===== config.mk =====
export PLATFORM = sky130hd
export DESIGN_NAME = status_byte_and_config_store
export DESIGN_NICKNAME = d
export VERILOG_FILES = /design/src/hw/status_cfg_pkg.sv /design/src/hw/cfg_slot_store.sv /design/src/hw/status_byte_and_config_store.sv
export SDC_FILE = /design/constraint.sdc
export NUM_CORES = 1
export LEC_CHECK = 0
export BUFFER_PORTS_ARGS = -buffer_cell sky130_fd_sc_hd__buf_2
export CORE_UTILIZATION = 58
export CTS_CLUSTER_DIAMETER = 150
export DETAILED_ROUTE_END_ITERATION = 8
export GPL_ROUTABILITY_DRIVEN = 0
export PLACE_DENSITY_LB_ADDON = 0.12
export SLEW_MARGIN = 10
export SYNTH_ARGS = -nofsm -noshare
export SYNTH_HDL_FRONTEND = slang
export SYNTH_SLANG_ARGS = --single-unit

===== constraint.sdc =====
create_clock -name core_clk -period 6.9 [get_ports core_clk]
set_clock_uncertainty 0.15 [all_clocks]
set_input_delay 0.69 -clock core_clk [delete_from_list [all_inputs] [get_ports core_clk]]
set_output_delay 0.69 -clock core_clk [all_outputs]
set_load 0.02 [all_outputs]

===== src/hw/status_cfg_pkg.sv =====
// status summary and configuration store: shared constants and types
// assumes one 250 MHz core clock and a command decoder in front of the block
// Operation
// - power-on clear option zeroes enables, default set
// - power-on clear covers all five register sets
// - option query returns 1 cleared, 0 kept
// - factory reset keeps I/O settings untouched
// - six slots; save overwrites silently, creates file
// - recall replaces active configuration with slot
// - slot holds scan and channel settings
// - all slots empty as delivered
// - factory reset keeps slots; purge erases all
// - summary enable eight bits, reset zero, bit0 zero
// - bit 7 is operation summary
// - bit 6 is master summary
// - bit 5 is standard event summary
// - bit 4 means response data waiting
// - bit 3 is questionable summary
// - bit 2 means error queue not empty
// - bit 1 is alarm summary
// - reading summary byte clears nothing
// - queries return weighted sum of set bits
// - bus trigger while armed starts one pass
// - clear-status zeroes events, keeps enables
package status_cfg_pkg;

	// ****************************************
	// widths
	// ****************************************
	localparam int CFG_W = 32; // width of one saved configuration word
	localparam int SLOT_N = 6; // number of configuration slots
	localparam int SLOT_W = 3; // width of a slot index
	localparam int BYTE_W = 8; // width of summary byte and masks

	// ****************************************
	// summary bit positions
	// ****************************************
	localparam int BIT_ALARM = 1;
	localparam int BIT_ERRQ = 2;
	localparam int BIT_QUES = 3;
	localparam int BIT_MAV = 4;
	localparam int BIT_STDEV = 5;
	localparam int BIT_MASTER = 6;
	localparam int BIT_OPER = 7;

	// ****************************************
	// reset values and masks
	// ****************************************
	localparam logic [7:0] ENABLE_RST = 8'h00; // enable register reset value
	localparam logic [7:0] ENABLE_WMASK = 8'hfe; // bit 0 always zero
	localparam logic [7:0] MASTER_MASK = 8'hbf; // every bit but the master
	localparam logic ONCLR_RST = 1'b1; // power-on clear option default
	localparam logic [31:0] CFG_FACTORY = 32'h0000_0000; // factory configuration
	localparam logic [2:0] SLOT_LAST = 3'h5; // highest legal slot index

	// command codes from the decoder
	typedef enum logic [3:0] {
		CMD_NONE = 4'b0000,
		CMD_SET_ENABLE = 4'b0001,
		CMD_SET_ONCLR = 4'b0010,
		CMD_FACTORY = 4'b0011,
		CMD_SAVE = 4'b0100,
		CMD_RECALL = 4'b0101,
		CMD_PURGE = 4'b0110,
		CMD_CLEAR = 4'b0111,
		CMD_BUS_TRIG = 4'b1000
	} cmd_t;

	// trigger system states
	typedef enum logic [1:0] {
		TRIG_IDLE = 2'b00,
		TRIG_ARMED = 2'b01,
		TRIG_SCAN = 2'b10
	} trig_state_t;

endpackage


===== src/hw/cfg_slot_store.sv =====
// configuration slot store: six words with a valid flag each
// assumes the parent guarantees the slot index is legal on a write
`timescale 1ns/1ps
module cfg_slot_store
(
	input wire logic core_clk,
	input wire logic rst_n,
	input wire logic wrEn,
	input wire logic [2:0] wrSlot,
	input wire logic [31:0] wrData,
	input wire logic purge,
	input wire logic [2:0] rdSlot,
	output logic [31:0] rdData,
	output logic rdValid
);

	// ****************************************
	// storage
	// ****************************************
	logic [31:0] mem [status_cfg_pkg::SLOT_N]; // slot contents, not reset
	logic [status_cfg_pkg::SLOT_N-1:0] valid; // slot holds a file
	logic [status_cfg_pkg::SLOT_N-1:0] next_valid;

	// valid flags: purge wins, a save creates the file
	always_comb
	begin
		next_valid = valid;
		for (int i = 0; i < status_cfg_pkg::SLOT_N; i++)
		begin
			if (wrEn && wrSlot == 3'(i))
				next_valid[i] = 1'b1;
		end
		if (purge)
			next_valid = '0;
	end

	// reset stands in for shipping, every slot empty
	always_ff @(posedge core_clk)
	begin
		if (!rst_n)
			valid <= '0;
		else
			valid <= next_valid;
	end

	// data words, one per slot; overwrite raises nothing
	genvar g;
	generate
		for (g = 0; g < status_cfg_pkg::SLOT_N; g++)
		begin : gSlot
			always_ff @(posedge core_clk)
			begin
				if (wrEn && wrSlot == 3'(g))
					mem[g] <= wrData;
			end
		end
	endgenerate

	// registered read port
	always_ff @(posedge core_clk)
	begin
		if (!rst_n)
		begin
			rdData <= '0;
			rdValid <= 1'b0;
		end
		else if (rdSlot <= status_cfg_pkg::SLOT_LAST)
		begin
			rdData <= mem[rdSlot];
			rdValid <= valid[rdSlot];
		end
		else
		begin
			rdData <= '0;
			rdValid <= 1'b0;
		end
	end

endmodule // cfg_slot_store


===== src/hw/status_byte_and_config_store.sv =====
// status summary byte, its enable mask, power-on clear option, slots, bus trigger
// assumes a command decoder issues one-cycle command strobes on core_clk
`timescale 1ns/1ps
module status_byte_and_config_store
(
	input wire logic core_clk,
	input wire logic rst_n,
	input wire logic powerOn,
	input wire logic cmdValid,
	input wire logic [3:0] cmdCode,
	input wire logic [7:0] cmdArg,
	input wire logic [31:0] activeCfgIn,
	input wire logic operSummary,
	input wire logic stdEvSummary,
	input wire logic quesSummary,
	input wire logic alarmSummary,
	input wire logic outBufReady,
	input wire logic errQueueNonEmpty,
	input wire logic busTrigMode,
	input wire logic armReq,
	input wire logic passDone,
	output logic [7:0] statusSummary,
	output logic [7:0] summaryEnable,
	output logic onClearOption,
	output logic clearEnables,
	output logic clearEvents,
	output logic factoryReset,
	output logic [31:0] activeCfg,
	output logic cfgLoad,
	output logic recallError,
	output logic startPass,
	output logic armed
);

	// ****************************************
	// command decode
	// ****************************************
	status_cfg_pkg::cmd_t cmd; // decoded command, NONE when idle
	assign cmd = cmdValid ? status_cfg_pkg::cmd_t'(cmdCode) : status_cfg_pkg::CMD_NONE;

	// ****************************************
	// option and enable register
	// ****************************************
	logic next_onClearOption;
	logic [7:0] next_summaryEnable;
	logic next_clearEnables;
	logic next_clearEvents;
	logic next_factoryReset;

	// option survives power cycles; only a command or reset changes it
	always_comb
	begin
		next_onClearOption = onClearOption;
		next_summaryEnable = summaryEnable;
		next_clearEnables = 1'b0;
		next_clearEvents = 1'b0;
		next_factoryReset = 1'b0;
		if (cmd == status_cfg_pkg::CMD_SET_ONCLR)
			next_onClearOption = cmdArg[0];
		if (cmd == status_cfg_pkg::CMD_SET_ENABLE)
			next_summaryEnable = cmdArg & status_cfg_pkg::ENABLE_WMASK;
		if (cmd == status_cfg_pkg::CMD_CLEAR)
			next_clearEvents = 1'b1;
		if (cmd == status_cfg_pkg::CMD_FACTORY)
			next_factoryReset = 1'b1;
		// power-on clear of every enable mask, events left alone
		if (powerOn && onClearOption)
		begin
			next_summaryEnable = status_cfg_pkg::ENABLE_RST;
			next_clearEnables = 1'b1;
		end
	end

	// enable reset to zero; option defaults to set
	always_ff @(posedge core_clk)
	begin
		if (!rst_n)
		begin
			onClearOption <= status_cfg_pkg::ONCLR_RST;
			summaryEnable <= status_cfg_pkg::ENABLE_RST;
			clearEnables <= 1'b0;
			clearEvents <= 1'b0;
			factoryReset <= 1'b0;
		end
		else
		begin
			onClearOption <= next_onClearOption;
			summaryEnable <= next_summaryEnable;
			clearEnables <= next_clearEnables;
			clearEvents <= next_clearEvents;
			factoryReset <= next_factoryReset;
		end
	end

	// ****************************************
	// status summary byte
	// ****************************************
	logic [7:0] rawSummary; // summary bits without the master
	logic [7:0] next_statusSummary;

	// a plain condition register: reads never clear it
	always_comb
	begin
		rawSummary = '0;
		rawSummary[status_cfg_pkg::BIT_OPER] = operSummary;
		rawSummary[status_cfg_pkg::BIT_STDEV] = stdEvSummary;
		rawSummary[status_cfg_pkg::BIT_MAV] = outBufReady;
		rawSummary[status_cfg_pkg::BIT_QUES] = quesSummary;
		rawSummary[status_cfg_pkg::BIT_ERRQ] = errQueueNonEmpty;
		rawSummary[status_cfg_pkg::BIT_ALARM] = alarmSummary;
		next_statusSummary = rawSummary;
		// master uses current enable; bit 6 masked so it cannot latch itself
		next_statusSummary[status_cfg_pkg::BIT_MASTER] =
			|(rawSummary & summaryEnable & status_cfg_pkg::MASTER_MASK);
	end

	// binary byte equals the weighted sum a query reports
	always_ff @(posedge core_clk)
	begin
		if (!rst_n)
			statusSummary <= '0;
		else
			statusSummary <= next_statusSummary;
	end

	// ****************************************
	// configuration slots
	// ****************************************
	logic slotWr; // save strobe to the store
	logic slotLegal; // argument names slot 0 to 5
	logic [31:0] slotData;
	logic slotValid;
	logic recallPend; // recall waits one cycle for read data
	logic next_recallPend;
	logic [31:0] next_activeCfg;
	logic next_cfgLoad;
	logic next_recallError;

	assign slotLegal = cmdArg[7:3] == 5'h00 && cmdArg[2:0] <= status_cfg_pkg::SLOT_LAST;
	assign slotWr = cmd == status_cfg_pkg::CMD_SAVE && slotLegal;

	// the saved word carries scan list and channel settings as one image
	cfg_slot_store uStore
	(
		.core_clk(core_clk),
		.rst_n(rst_n),
		.wrEn(slotWr),
		.wrSlot(cmdArg[2:0]),
		.wrData(activeCfgIn),
		.purge(cmd == status_cfg_pkg::CMD_PURGE),
		.rdSlot(cmdArg[2:0]),
		.rdData(slotData),
		.rdValid(slotValid)
	);

	// recall loads the slot; an empty or bad slot flags an error
	always_comb
	begin
		next_recallPend = cmd == status_cfg_pkg::CMD_RECALL && slotLegal;
		next_activeCfg = activeCfg;
		next_cfgLoad = 1'b0;
		next_recallError = 1'b0;
		if (cmd == status_cfg_pkg::CMD_RECALL && !slotLegal)
			next_recallError = 1'b1;
		if (recallPend)
		begin
			if (slotValid)
			begin
				next_activeCfg = slotData;
				next_cfgLoad = 1'b1;
			end
			else
				next_recallError = 1'b1;
		end
		// factory image only; slots themselves are untouched
		if (cmd == status_cfg_pkg::CMD_FACTORY)
		begin
			next_activeCfg = status_cfg_pkg::CFG_FACTORY;
			next_cfgLoad = 1'b1;
		end
	end

	// slot command registers
	always_ff @(posedge core_clk)
	begin
		if (!rst_n)
		begin
			recallPend <= 1'b0;
			activeCfg <= status_cfg_pkg::CFG_FACTORY;
			cfgLoad <= 1'b0;
			recallError <= 1'b0;
		end
		else
		begin
			recallPend <= next_recallPend;
			activeCfg <= next_activeCfg;
			cfgLoad <= next_cfgLoad;
			recallError <= next_recallError;
		end
	end

	// ****************************************
	// bus trigger
	// ****************************************
	status_cfg_pkg::trig_state_t trigState;
	status_cfg_pkg::trig_state_t next_trigState;
	logic next_startPass;

	// triggers outside armed bus mode are ignored, as with a combined read
	always_comb
	begin
		next_trigState = trigState;
		next_startPass = 1'b0;
		unique case (trigState)
			status_cfg_pkg::TRIG_IDLE:
			begin
				if (armReq)
					next_trigState = status_cfg_pkg::TRIG_ARMED;
			end
			status_cfg_pkg::TRIG_ARMED:
			begin
				if (cmd == status_cfg_pkg::CMD_BUS_TRIG && busTrigMode)
				begin
					next_startPass = 1'b1;
					next_trigState = status_cfg_pkg::TRIG_SCAN;
				end
			end
			status_cfg_pkg::TRIG_SCAN:
			begin
				if (passDone)
					next_trigState = status_cfg_pkg::TRIG_ARMED;
			end
			default:
				next_trigState = status_cfg_pkg::TRIG_IDLE;
		endcase
		if (cmd == status_cfg_pkg::CMD_FACTORY)
			next_trigState = status_cfg_pkg::TRIG_IDLE;
	end

	// trigger state registers
	always_ff @(posedge core_clk)
	begin
		if (!rst_n)
		begin
			trigState <= status_cfg_pkg::TRIG_IDLE;
			startPass <= 1'b0;
			armed <= 1'b0;
		end
		else
		begin
			trigState <= next_trigState;
			startPass <= next_startPass;
			armed <= next_trigState == status_cfg_pkg::TRIG_ARMED;
		end
	end

endmodule // status_byte_and_config_store


-- Word-level counts from Yosys, hierarchy flattened
Memory sizes are Yosys's and may differ from the RTL's. A register that Yosys moved wholly into a read port is not among the register bits.
Index checks and enable logic that the tools add are counted.
- memory bits (writable): 192
- flip-flop bits (word level): 65
- memories: 1
- input bits: 57
- reduce and logical (&&, ||, !) cells: 29
- magnitude comparators: 2
- bitwise operators: 2
- multiplexer cells: 45
- equality and inequality tests: 16
- memories (name ; words ; bits a word ; read ports ; clocked after memory_dff ; wr ports ; RTL line ; text):
    uStore.mem ; 6 ; 32 ; 1 ; 1 ; 1 ; cfg_slot_store.sv:20 ; logic [31:0] mem [status_cfg_pkg::SLOT_N];
- operators by type and width (cell ; number):
    $mux W32 ; 5
    $reduce_or A32 Y1 ; 5
    $mux W1 ; 28
    $eq A4 B3 Y1 const B ; 4
    $mux W3 ; 5
    $logic_and A1 B1 Y1 ; 12
    $and A8 B8 Y8 ; 1
    $eq A4 B2 Y1 const B ; 2
    $mux W2 ; 4
    $reduce_or A7 Y1 ; 1
    $eq A3 B2 Y1 const B ; 2
    $eq A3 B3 Y1 const B ; 2
    $pmux W2 S3 ; 1
    $reduce_and A2 Y1 ; 3
    $reduce_or A2 Y1 ; 3
    $logic_not A5 Y1 ; 1
    $eq A2 B1 Y1 const B ; 2
    $eq A4 B1 Y1 const B ; 1
    $eq A4 B4 Y1 const B ; 1
    $lt A3 B4 Y1 const B ; 1
    $mux W4 ; 1
    $bmux W1 S3 ; 1
    $eq A3 B1 Y1 const B ; 1
    $le A3 B3 Y1 const B ; 1
    other kinds (5) ; 6

-- Depth between registers and ports, before layout
Gate-level depths: netlist of the first run.
- word-level depth: 12
- gate-level depth with buffers: 5
- mapped depth without buffers: 3

-- Cells and area by module
A second synthesis of the first run with hierarchy kept.
- cells, all modules: 723
- area, all modules: 10697.8 um2
- modules (own cells, without submodules) (module ; area each (um2) ; times used ; cells each ; sequential area each (um2)):
    cfg_slot_store ; 8588.2 ; 1 ; 478 ; 6546.3
    status_byte_and_config_store ; 2109.5 ; 1 ; 245 ; 1141.1

-- Least setup slack after synthesis of the first run
No wires, ideal clock.
- path kind: in2reg
- start point: input cmdArg[0]
- end point: memory uStore.mem[2][0], enable pin
- cell stages on the path: 5
- library setup time: 513 ps
- slack: 1435 ps
- arrival time: 4802 ps
- cells stage by stage: buf_2 buf_4 nor3b_1 nand2_1 nor4b_1
- longest elaborated chain between the ends: 12
- ends and longest elaborated chain (item ; RTL line ; text):
    from (decl) ; status_byte_and_config_store.sv:11 ; input wire logic [7:0] cmdArg,
    $le A3 B3 Y1 ; status_byte_and_config_store.sv:139 ; assign slotLegal = cmdArg[7:3] == 5'h00 && cmdArg[2:0] <= status_cfg_pkg::SLOT_LAST;
    $logic_and A1 B1 Y1 ; status_byte_and_config_store.sv:139 ;
    $logic_and A1 B1 Y1 ; status_byte_and_config_store.sv:140 ; assign slotWr = cmd == status_cfg_pkg::CMD_SAVE && slotLegal;
    $logic_and A1 B1 Y1 ; cfg_slot_store.sv:53 ; if (wrEn && wrSlot == 3'(g))
    $mux W1 ; cfg_slot_store.sv:53 ;
    $mux W1 (implied by the code) ; cfg_slot_store.sv:54 ; mem[g] <= wrData;
    $reduce_or A32 Y1 (no source line) ; n/a ;
    $mux W3 (no source line) or $mux W1 (tied branches) (5 in series) ; n/a ;
    to (decl) ; cfg_slot_store.sv:20 ;
Parallel ways exist; a longest one is shown, timed or not.

-- Worst setup path in the final report of the first run
- start point: input cmdArg[4]
- end point: memory uStore.mem[5][1], enable pin
- longest elaborated chain between the ends: 12
- ends and longest elaborated chain (item ; RTL line):
    $logic_not A5 Y1 (*) ; status_byte_and_config_store.sv:139
    $logic_and A1 B1 Y1 (*) ; status_byte_and_config_store.sv:139
    $logic_and A1 B1 Y1 (*) ; status_byte_and_config_store.sv:140
    $logic_and A1 B1 Y1 ; cfg_slot_store.sv:53
    $mux W1 ; cfg_slot_store.sv:53
    $mux W1 (implied by the code) ; cfg_slot_store.sv:54
    $reduce_or A32 Y1 (no source line) ; n/a
    $mux W3 (no source line) or $mux W1 (tied branches) (5 in series) ; n/a
Mark *: on every way between the ends. The rest lies on a longest branch, timed or not.

==> results of run 1 <==
[path summary, 6_finish.rpt]
path / startpoint / to / depth (start not counted)
worst max-delay path: cmdArg[4] / uStore.mem[5][1]$_DFFE_PP_ / 4
worst min-delay path: outBufReady / statusSummary[4]$_SDFF_PN0_ / 2
worst min register to register: uStore.rdData[11]$_SDFF_PN0_ / activeCfg[11]$_SDFFE_PP0P_ / 2
worst max register to register: recallPend$_SDFF_PN0_ / activeCfg[14]$_SDFFE_PP0P_ / 4
[power by group through the flow]
stage / sequential (W) / clock (W) / combinational, W
5_1_grt: 0.00186 / 0.00164 / 0.000145
4_1_cts: 0.00186 / 0.00156 / 0.000133
3_3_place_gp: 0.00189 / 0 / 0.000128
6_report: 0.00186 / 0.00154 / 0.000131
3_5_place_dp: 0.00189 / 0 / 0.000132
2_1_floorplan: 0.00190 / 0 / 0.0000783
[metal layers]
| metal | GRT usage (%) | up-vias | part of all wire, % |
|---|---|---|---|
| li1 | - | 2742 | - |
| met1 | 30.31 | 2902 | 43 |
| met2 | 38.24 | 162 | 50 |
| met3 | 3.629 | 31 | 5.1 |
| met4 | 7.615 | 0 | 2.1 |
| met5 | 0 | - | 0 |
[synth_stat cells, types with 3 or more instances]
cell type | instances | area (um2)
nor4_1 | 3 | 18.77
o21ai_0 | 8 | 40.04
a22oi_1 | 3 | 22.52
nor2b_1 | 3 | 18.77
a21oi_1 | 43 | 215.2
nand3b_1 | 4 | 30.03
inv_1 | 3 | 11.26
nor3b_1 | 5 | 37.54
buf_4 | 6 | 45.04
buf_2 | 10 | 50.05
a32o_1 | 4 | 40.04
dfxtp_1 | 96 | 1922
and2_1 | 9 | 56.30
clkbuf_1 | 21 | 78.83
mux4_2 | 33 | 743.2
mux2i_1 | 35 | 350.3
edfxtp_1 | 192 | 5766
nand3_1 | 7 | 35.03
nor2_1 | 43 | 161.4
nand2_1 | 76 | 285.3
a211oi_1 | 32 | 240.2
[sequential cells by signal (all words and copies together) (netlist names), 2 cells and up]
| signal | flops |
|---|---|
| uStore.mem | 192 |
| activeCfg | 32 |
| uStore.rdData | 32 |
| statusSummary | 7 |
| summaryEnable | 7 |
| uStore.valid | 6 |
| trigState | 2 |
[logic make-up after synthesis]
logic type             synth area share (%)
AOI/OAI and AO/OA                     5.893
buffers and inverters                 2.073
DFF                                   74.04
muxes                                 10.53
other                               0.03612
and+or+nand+nor                       7.424
[worst max-delay path: cells and delay by family]
| kind | cells | cell delay, ns |
|---|---|---|
| AND/OR/NAND/NOR | 3 | 1.98 |
| buffers and inverters | 1 | 0.11 |
[metrics by stage]
step | util (%) | area (um2) | total power [W] | std cells | setup WS (ns)
detailed placement | 64.15 | 11170 | 0.002026 | 975 | 3.605
floorplan | - | 10390 | 0.001976 | 667 | 1.435
global route | 69.68 | 12140 | 0.003637 | 1027 | 3.986
CTS | 69.68 | 12140 | 0.003555 | 1027 | 4.154
finish | 69.69 | 12140 | 0.003524 | 1028 | 4.106
global placement | 64.15 | 11170 | 0.002022 | 975 | 3.631
[layout make-up]
cell class                 instances  area (um2)  share of cell area (%)
sequential                       288        7687                   63.33
multi-input combinational        335        2535                   20.88
clock buffer                      39       845.8                   6.968
timing repair buffer             124       658.1                   5.422
tap                              225       281.5                   2.319
clock inverter                    13       116.4                  0.9587
inverter                           3       11.26                 0.09277
antenna                            1       2.502                 0.02062
==> summary.txt, run 1 <==
Status = complete, no violations
Number of synthesized flops with an enable pin = 192
Total global routing track utilization = 22.74%
FILL cells = 1,197
Cell-internal power = 0.002831 W
Worst-path clk slew = 0.06 ns
Crit path max-delay cell type = nor2_4
CP Capture Type = register
Clock share of power = 43.6%
Top Ports = 113
DRC = 0
Commonest non-fill, non-tap cell in the layout = edfxtp_1
Die height = 135.8 um
P_leak = 4.320 nW
Max Freq = 358.0 MHz
# resized after CTS = 0
Chip Width = 135.8 um
First-pass detailed-route iteration total = 5
Sequential-to-total area share from yosys stat = 74.04%
Crit-path max FO = 32
Layout cell share with drive strength beyond 1 = 26.56%
FF-to-FF setup slack = 5.19 ns
Clk sink count = 288
Detailed-route vias per instance = 5.678
Most frequent cells in the layout = edfxtp_1 (192), buf_2 (109), dfxtp_1 (96)
CTS Buf Count = 28
Async S/R FF share, synth = 0%
Initial antenna violation count = 0
Final wirelength = 19,840 um
ANT nets after route = 0
Post-Syn Area = 10,380 um2
H-Tree Depth = 1
Hold_ws = 0.2429 ns
Core area = 17,420 um2
Peak supply drop = 0.2020 mV
Number of synthesized register bits = 288
Synthesis Warnings = 0
Post-CTS setup buffers = 0
Final setup violation count = 0
PD cells = 290.3 nW/um2
Syn Area/Cell = 15.59 um2
CTS tree = built
Pins Over Slew Limit = 0
First-pass GRT wire length = 31,550 um
Vias = 5,837
Worst endpoint data arrival time = 2.79 ns
Final hold violation count = 0
Sequential share of power = 52.7%
Die area = 18,440 um2
Hold Buf Count CTS = 0
Ys flop type = edfxtp_1
Switching Fraction = 19.66%
Vias in the first global route = 5,954
Required @ worst endpoint = 6.90 ns
CP max stage delay = 0.86 ns
PortBufs = 110
Clk_lat worst skew = 0.53 ns
Worst-case clock buffer depth = 3
Fin crit share = 40.49%
Slew HR = 28.51%
Total gr overflow = 0
Sw Pwr = 0.0006927 W
Setup TNS = 0 ns
Nets = 837
Cell row count = 48
Mapped Cells = 666
Worst hold-check path type = in2reg
First-iteration detailed-routing DRC count = 325
Logic pwr share = 3.7%
Final min period = 2.794 ns
Initial Util = 59.61%
Wirelength per Cell = 19.30 um
Worst-Margin Slew = 1.068 ns
Area Growth Syn to Fin = 16.91%
Root Driver = clkbuf_16
Worst path cell trace = buf_2 -> nor4_1 -> nand3b_1 -> nor2_4
Distinct cells, synth = 42
RSZ-0062 raised after global routing = no
Crit path kind = in2reg
Largest net degree at the start of global routing = 75
Type of origin of the critical path = input pin
Number of max-cap violations = 0
Detail Placement HPWL = 11,710 um
No activity file was read; power rests on OpenSTA's default activity.
==> inputs of run 2 (changes only) <==
--- a/config.mk
+++ b/config.mk
@@ -6,7 +6,7 @@
 export NUM_CORES = 1
 export LEC_CHECK = 0
 export BUFFER_PORTS_ARGS = -buffer_cell sky130_fd_sc_hd__buf_2
-export CORE_UTILIZATION = 58
+export CORE_UTILIZATION = 52
 export CTS_CLUSTER_DIAMETER = 150
 export DETAILED_ROUTE_END_ITERATION = 8
 export GPL_ROUTABILITY_DRIVEN = 0
==> constraint.sdc (replaced) <==
create_clock -name core_clk -period 2.2 [get_ports core_clk]
set_clock_uncertainty 0.15 [all_clocks]
set_input_delay 0.22 -clock core_clk [delete_from_list [all_inputs] [get_ports core_clk]]
set_output_delay 0.22 -clock core_clk [all_outputs]
set_load 0.02 [all_outputs]
==> run 2 against run 1 <==
Compared with the run above:
- count of clock-buffer cells in the layout up 6
- via count increased by 6.3%
- sequential share of layout area decreased by 4.5 points
- hold slack lost 0.15 ns
- utilization decreased by 2.8 points
- register-to-register slack worse by 4.9 ns
- die area up 11%
- non-clock buffer count is 70 higher
- flip-flop and latch count stayed put
- clock power grew to 3.1 times the previous value
- routed wire length is 9.6% higher
- critical path type unchanged
==> summary.txt, run 2 (same netlist as run 1, synthesis figures left out) <==
Placed cell count = 1,026
CP Capture Type = register
Largest net degree at the start of global routing = 44
# diodes = 0
Clk sink count = 288
Core area = 19,530 um2
Initial antenna violation count = 0
Nets = 909
Worst hold-check path type = in2reg
Switching Fraction = 20.37%
Clock share of power = 42.6%
Sequential share of power = 52.6%
Top layer in use = met4
Final setup violation count = 0
Root Driver = clkbuf_16
Crit path max-delay cell type = dlygate4sd3_1
Worst-path clk slew = 0.06 ns
Final Instance Count excl. Fillers = 1,140
Setup TNS = 0 ns
Final wirelength = 21,740 um
Metal1 wirelength = 9369 um
Hold path depth = 3
FILL cells = 1,382
DRC = 0
Worst path bufs/invs = 3
Clk_lat worst skew = 0.54 ns
ANT nets after route = 0
Min-delay src = cmdArg[2]
Cell row count = 51
Number of max-cap violations = 0
RSZ-0062 raised after global routing = no
Chip Width = 143.3 um
Crit-path max FO = 23
Status = complete, no violations
First-pass GRT wire length = 34,200 um
H-Tree Depth = 1
Commonest non-fill, non-tap cell in the layout = edfxtp_1
PD cells = 848.8 nW/um2
First-iteration detailed-routing DRC count = 386
Layout cell share with drive strength beyond 1 = 26.17%
Cell-internal power = 0.008829 W
Reg2Reg Depth = 4
Fin crit share = 96.22%
Most frequent cells in the layout = edfxtp_1 (192), buf_2 (109), dfxtp_1 (96)
Worst-case clock buffer depth = 3
WL met3 = 968 um
Die height = 143.3 um
Crit path kind = in2reg
Peak supply drop = 0.6611 mV
Crit Reg-Reg Endpoint = trigState[1]$_SDFF_PN0_
Worst Hold Path EP = uStore.rdData[6]$_SDFF_PN0_
Routed wl met2 = 11,030 um
Required @ worst endpoint = 2.29 ns
Pins Over Slew Limit = 0
Worst path cell trace = dlygate4sd3_1 -> buf_2 -> nor4_4 -> nand2b_4 -> nor4b_4 -> buf_12
Max Freq = 472.4 MHz
Total global routing track utilization = 22.14%
Vias in the first global route = 6,407
Final min period = 2.117 ns
Max reg flops = 192
P_leak = 4.693 nW
Die area = 20,530 um2
Top Ports = 113
Detailed-route vias per instance = 5.443
Total gr overflow = 0
Initial Util = 53.17%
Vias = 6,205
Area Growth Syn to Fin = 25.81%
Sw Pwr = 0.002259 W
CP delay by family, top = simple AND/OR/NAND/NOR gates
Logic pwr share = 4.9%
Biggest regs = uStore.mem (192), activeCfg (32), uStore.rdData (32)
Wirelength per Cell = 19.07 um
First-pass detailed-route iteration total = 5
Most flops, register = uStore.mem
Final hold violation count = 0
RR Startpoint = trigState[0]$_SDFF_PN0_
FF-to-FF setup slack = 0.33 ns
PortBufs = 110
CTS Buf Count = 30
Detail Placement HPWL = 13,180 um
Worst endpoint data arrival time = 2.20 ns
CP max stage delay = 0.54 ns
Type of origin of the critical path = input pin
CTS tree = built
run 2: layout make-up:
type                    count  area [um2]  area share [%]
clock inverters            10       81.33          0.6226
repair buffers            194        1479           11.32
inverters                   3       11.26         0.08621
clock buffers              45       848.3           6.494
multi-input cells         335        2624           20.09
well taps                 265       331.6           2.538
flip-flops and latches    288        7687           58.85
run 2: worst register-to-register path, cell delays in order, from the launching register on:
cell and delay, ns:
dfxtp_1 0.33, nor2b_1 0.16, or4b_4 0.49, a21oi_2 0.12, dlygate4sd3_1 0.56
run 2: power by group through the flow:
stage	clock [W]	combinational, W	sequential [W]
after floorplan	0	0.000260	0.00595
after global placement	0	0.000452	0.00594
after detailed placement	0	0.000462	0.00594
after CTS	0.00482	0.000542	0.00583
after global routing	0.00499	0.000587	0.00583
final	0.00472	0.000543	0.00583
run 2: worst max path at each step:
stage	start	to	depth (start not counted)	slack (ns)
after floorplan	cmdArg[0]	uStore.mem[2][0]$_DFFE_PP_	5	-0.33
after detailed placement	cmdArg[4]	uStore.mem[3][25]$_DFFE_PP_	5	0.13
after global placement	cmdArg[4]	uStore.mem[3][14]$_DFFE_PP_	5	0.14
after global routing	cmdArg[4]	uStore.mem[5][19]$_DFFE_PP_	6	0.02
after CTS	cmdCode[1]	trigState[1]$_SDFF_PN0_	6	0.02
final	cmdArg[4]	uStore.mem[3][22]$_DFFE_PP_	6	0.08
run 2: metal layers:
metal | global-route usage [%] | vias up
li1 | - | 2882
met1 | 28.98 | 3114
met2 | 38.84 | 177
met3 | 2.899 | 32
met4 | 6.383 | 0
met5 | 0 | -
run 2: what timing repair did:
action	CTS	global route
hold buffers	58	0
endpoints found under the hold margin	220	0
buffers inserted	0	1
gates resized for setup	0	1
setup endpoints to repair	0	1
run 2: stage by stage:
| step | power, W | cell area [um2] | util [%] | hold WS, ns | worst slack [ns] |
|---|---|---|---|---|---|
| CTS | 0.01118 | 13050 | 66.85 | 0.06073 | 0.01506 |
| detailed placement | 0.006402 | 11540 | 59.11 | 0.2770 | 0.1268 |
| global placement | 0.006391 | 11540 | 59.11 | 0.2685 | 0.1362 |
| finish | 0.01109 | 13060 | 66.90 | 0.08978 | 0.08310 |
| global route | 0.01140 | 13060 | 66.90 | 0.09691 | 0.02232 |
| floorplan | 0.006212 | 10520 | - | 0.1689 | -0.3296 |
==> inputs of run 3 (changes only) <==
--- a/config.mk
+++ b/config.mk
@@ -11,6 +11,7 @@
 export DETAILED_ROUTE_END_ITERATION = 8
 export GPL_ROUTABILITY_DRIVEN = 0
 export PLACE_DENSITY_LB_ADDON = 0.12
+export RECOVER_POWER = 100
 export SLEW_MARGIN = 10
 export SYNTH_ARGS = -nofsm -noshare
 export SYNTH_HDL_FRONTEND = slang
==> run 3 against run 2 <==
Compared with the run above:
- final cell count stayed put
- register-to-register slack got worse by 0.03 ns
- critical path depth unchanged
- global-route usage did not move
- sequential share of layout area grew 0.88 points
- total power is 0.22% lower
- utilization is 0.98 points lower
- routed wire length grew 0.14%
- highest routed layer unchanged
==> summary.txt, run 3 (same netlist as run 1, synthesis figures left out) <==
CP Capture Type = register
Commonest non-fill, non-tap cell in the layout = edfxtp_1
Core area = 19,530 um2
Vias = 6,175
Clk sink count = 288
# diodes = 0
Setup TNS = 0 ns
Die area = 20,530 um2
CTS tree = built
Fin area = 12,870 um2
Detail Placement HPWL = 13,180 um
FILL cells = 1,446
Fin crit share = 96.79%
Status = complete, no violations
Total power = 0.01106 W
Final hold violation count = 0
Required @ worst endpoint = 2.53 ns
Number of max-cap violations = 0
Total gr overflow = 0
Largest net degree at the start of global routing = 44
Area Growth Syn to Fin = 23.97%
First-pass detailed-route iteration total = 4
First-iteration detailed-routing DRC count = 387
PortBufs = 110
ANT nets after route = 0
Worst slack, placed = 0.1268 ns
Post-DP Area = 11,540 um2
P_leak = 4.344 nW
Top Ports = 113
Cell mode on critical path = dlygate4sd3_1
Wirelength per Cell = 19.09 um
Type of origin of the critical path = input pin
PD cells = 859.6 nW/um2
Most frequent cells in the layout = edfxtp_1 (192), clkbuf_1 (101), dfxtp_1 (96)
Slew HR = 52.65%
Crit-path max FO = 8
Total global routing track utilization = 22.14%
Biggest regs = uStore.mem (192), activeCfg (32), uStore.rdData (32)
Chip Width = 143.3 um
Crit path kind = in2reg
Worst-Margin Slew = 0.7102 ns
Max Freq = 469.6 MHz
Final wirelength = 21,770 um
Detailed-route vias per instance = 5.417
First-pass GRT wire length = 34,200 um
Initial antenna violation count = 0
Vias in the first global route = 6,407
Worst path cell trace = dlygate4sd3_1 -> buf_2 -> or2_4 -> or4b_1 -> a21oi_1 -> dlygate4sd3_1
Clk_lat worst skew = 0.54 ns
Peak supply drop = 0.6612 mV
Placed cell count = 1,026
Cell row count = 51
CTS Buf Count = 30
Pins Over Slew Limit = 0
Crit path max-delay cell type = or4b_1
RSZ-0062 raised after global routing = no
Max reg flops = 192
Worst hold-check path type = in2reg
Nets = 909
Final Instance Count excl. Fillers = 1,140
Worst setup margin = 0.07069 ns
Worst-case clock buffer depth = 3
Worst-path clk slew = 0.06 ns
CP max stage delay = 0.57 ns
Root Driver = clkbuf_16
Die height = 143.3 um
Most flops, register = uStore.mem
Worst endpoint data arrival time = 2.46 ns
Final min period = 2.129 ns
Initial Util = 53.17%
DRC = 0
Final setup violation count = 0
Layout cell share with drive strength beyond 1 = 15.66%
H-Tree Depth = 1
[run 3: what timing repair did]
| item | 4_1_cts | 5_1_grt |
|---|---|---|
| setup endpoints to repair | 0 | 1 |
| gates resized for setup | 0 | 1 |
| buffers inserted | 0 | 1 |
| hold buffers | 58 | 0 |
| endpoints found under the hold margin | 220 | 0 |
[run 3: area by class of cell]
| cell class | count | area (um2) | share of cell area, % |
|---|---|---|---|
| well taps | 265 | 331.6 | 2.576 |
| clock inverters | 10 | 81.33 | 0.6319 |
| multi-input cells | 335 | 2605 | 20.24 |
| clock buffers | 45 | 848.3 | 6.591 |
| repair buffers | 194 | 1306 | 10.15 |
| flip-flops and latches | 288 | 7687 | 59.73 |
| inverters | 3 | 11.26 | 0.08749 |
[run 3: path summary, 6_finish.rpt]
kind / startpoint / to / slack (ns) / cells past startpoint
setup reg to reg: trigState[0]$_SDFF_PN0_ / trigState[1]$_SDFF_PN0_ / 0.30 / 4
hold reg to reg: uStore.rdData[11]$_SDFF_PN0_ / activeCfg[11]$_SDFFE_PP0P_ / 0.28 / 2
setup / recovery: cmdCode[2] / trigState[1]$_SDFF_PN0_ / 0.07 / 6
hold / removal: cmdArg[2] / uStore.rdData[6]$_SDFF_PN0_ / 0.09 / 3
[run 3: worst max-delay path: cells and delay by family]
family | cells | cell delay (ns)
AO/OA/AOI/OAI | 1 | 0.14
buffers and inverters | 3 | 1.26
AND/OR/NAND/NOR | 2 | 0.84
[run 3: where the power goes]
part	switching, W	internal, W
Combinational	0.000296	0.000224
Clock	0.00194	0.00277
Sequential	0.0000158	0.00581
Total	0.00226	0.00881
[run 3: per-layer routing]
layer,vias up,global-route usage [%],part of all wire [%]
met4,0,6.383,1.5
met1,3112,28.98,43
li1,2877,-,-
met2,155,38.84,51
met5,-,0,0
met3,31,2.899,4.4
[run 3: per-stage QoR]
stage	hold slack, ns	util, %
6_report	0.08565	65.92
5_1_grt	0.09690	65.92
4_1_cts	0.06073	66.85
3_5_place_dp	0.2770	59.11
3_3_place_gp	0.2685	59.11
2_1_floorplan	0.1689	-
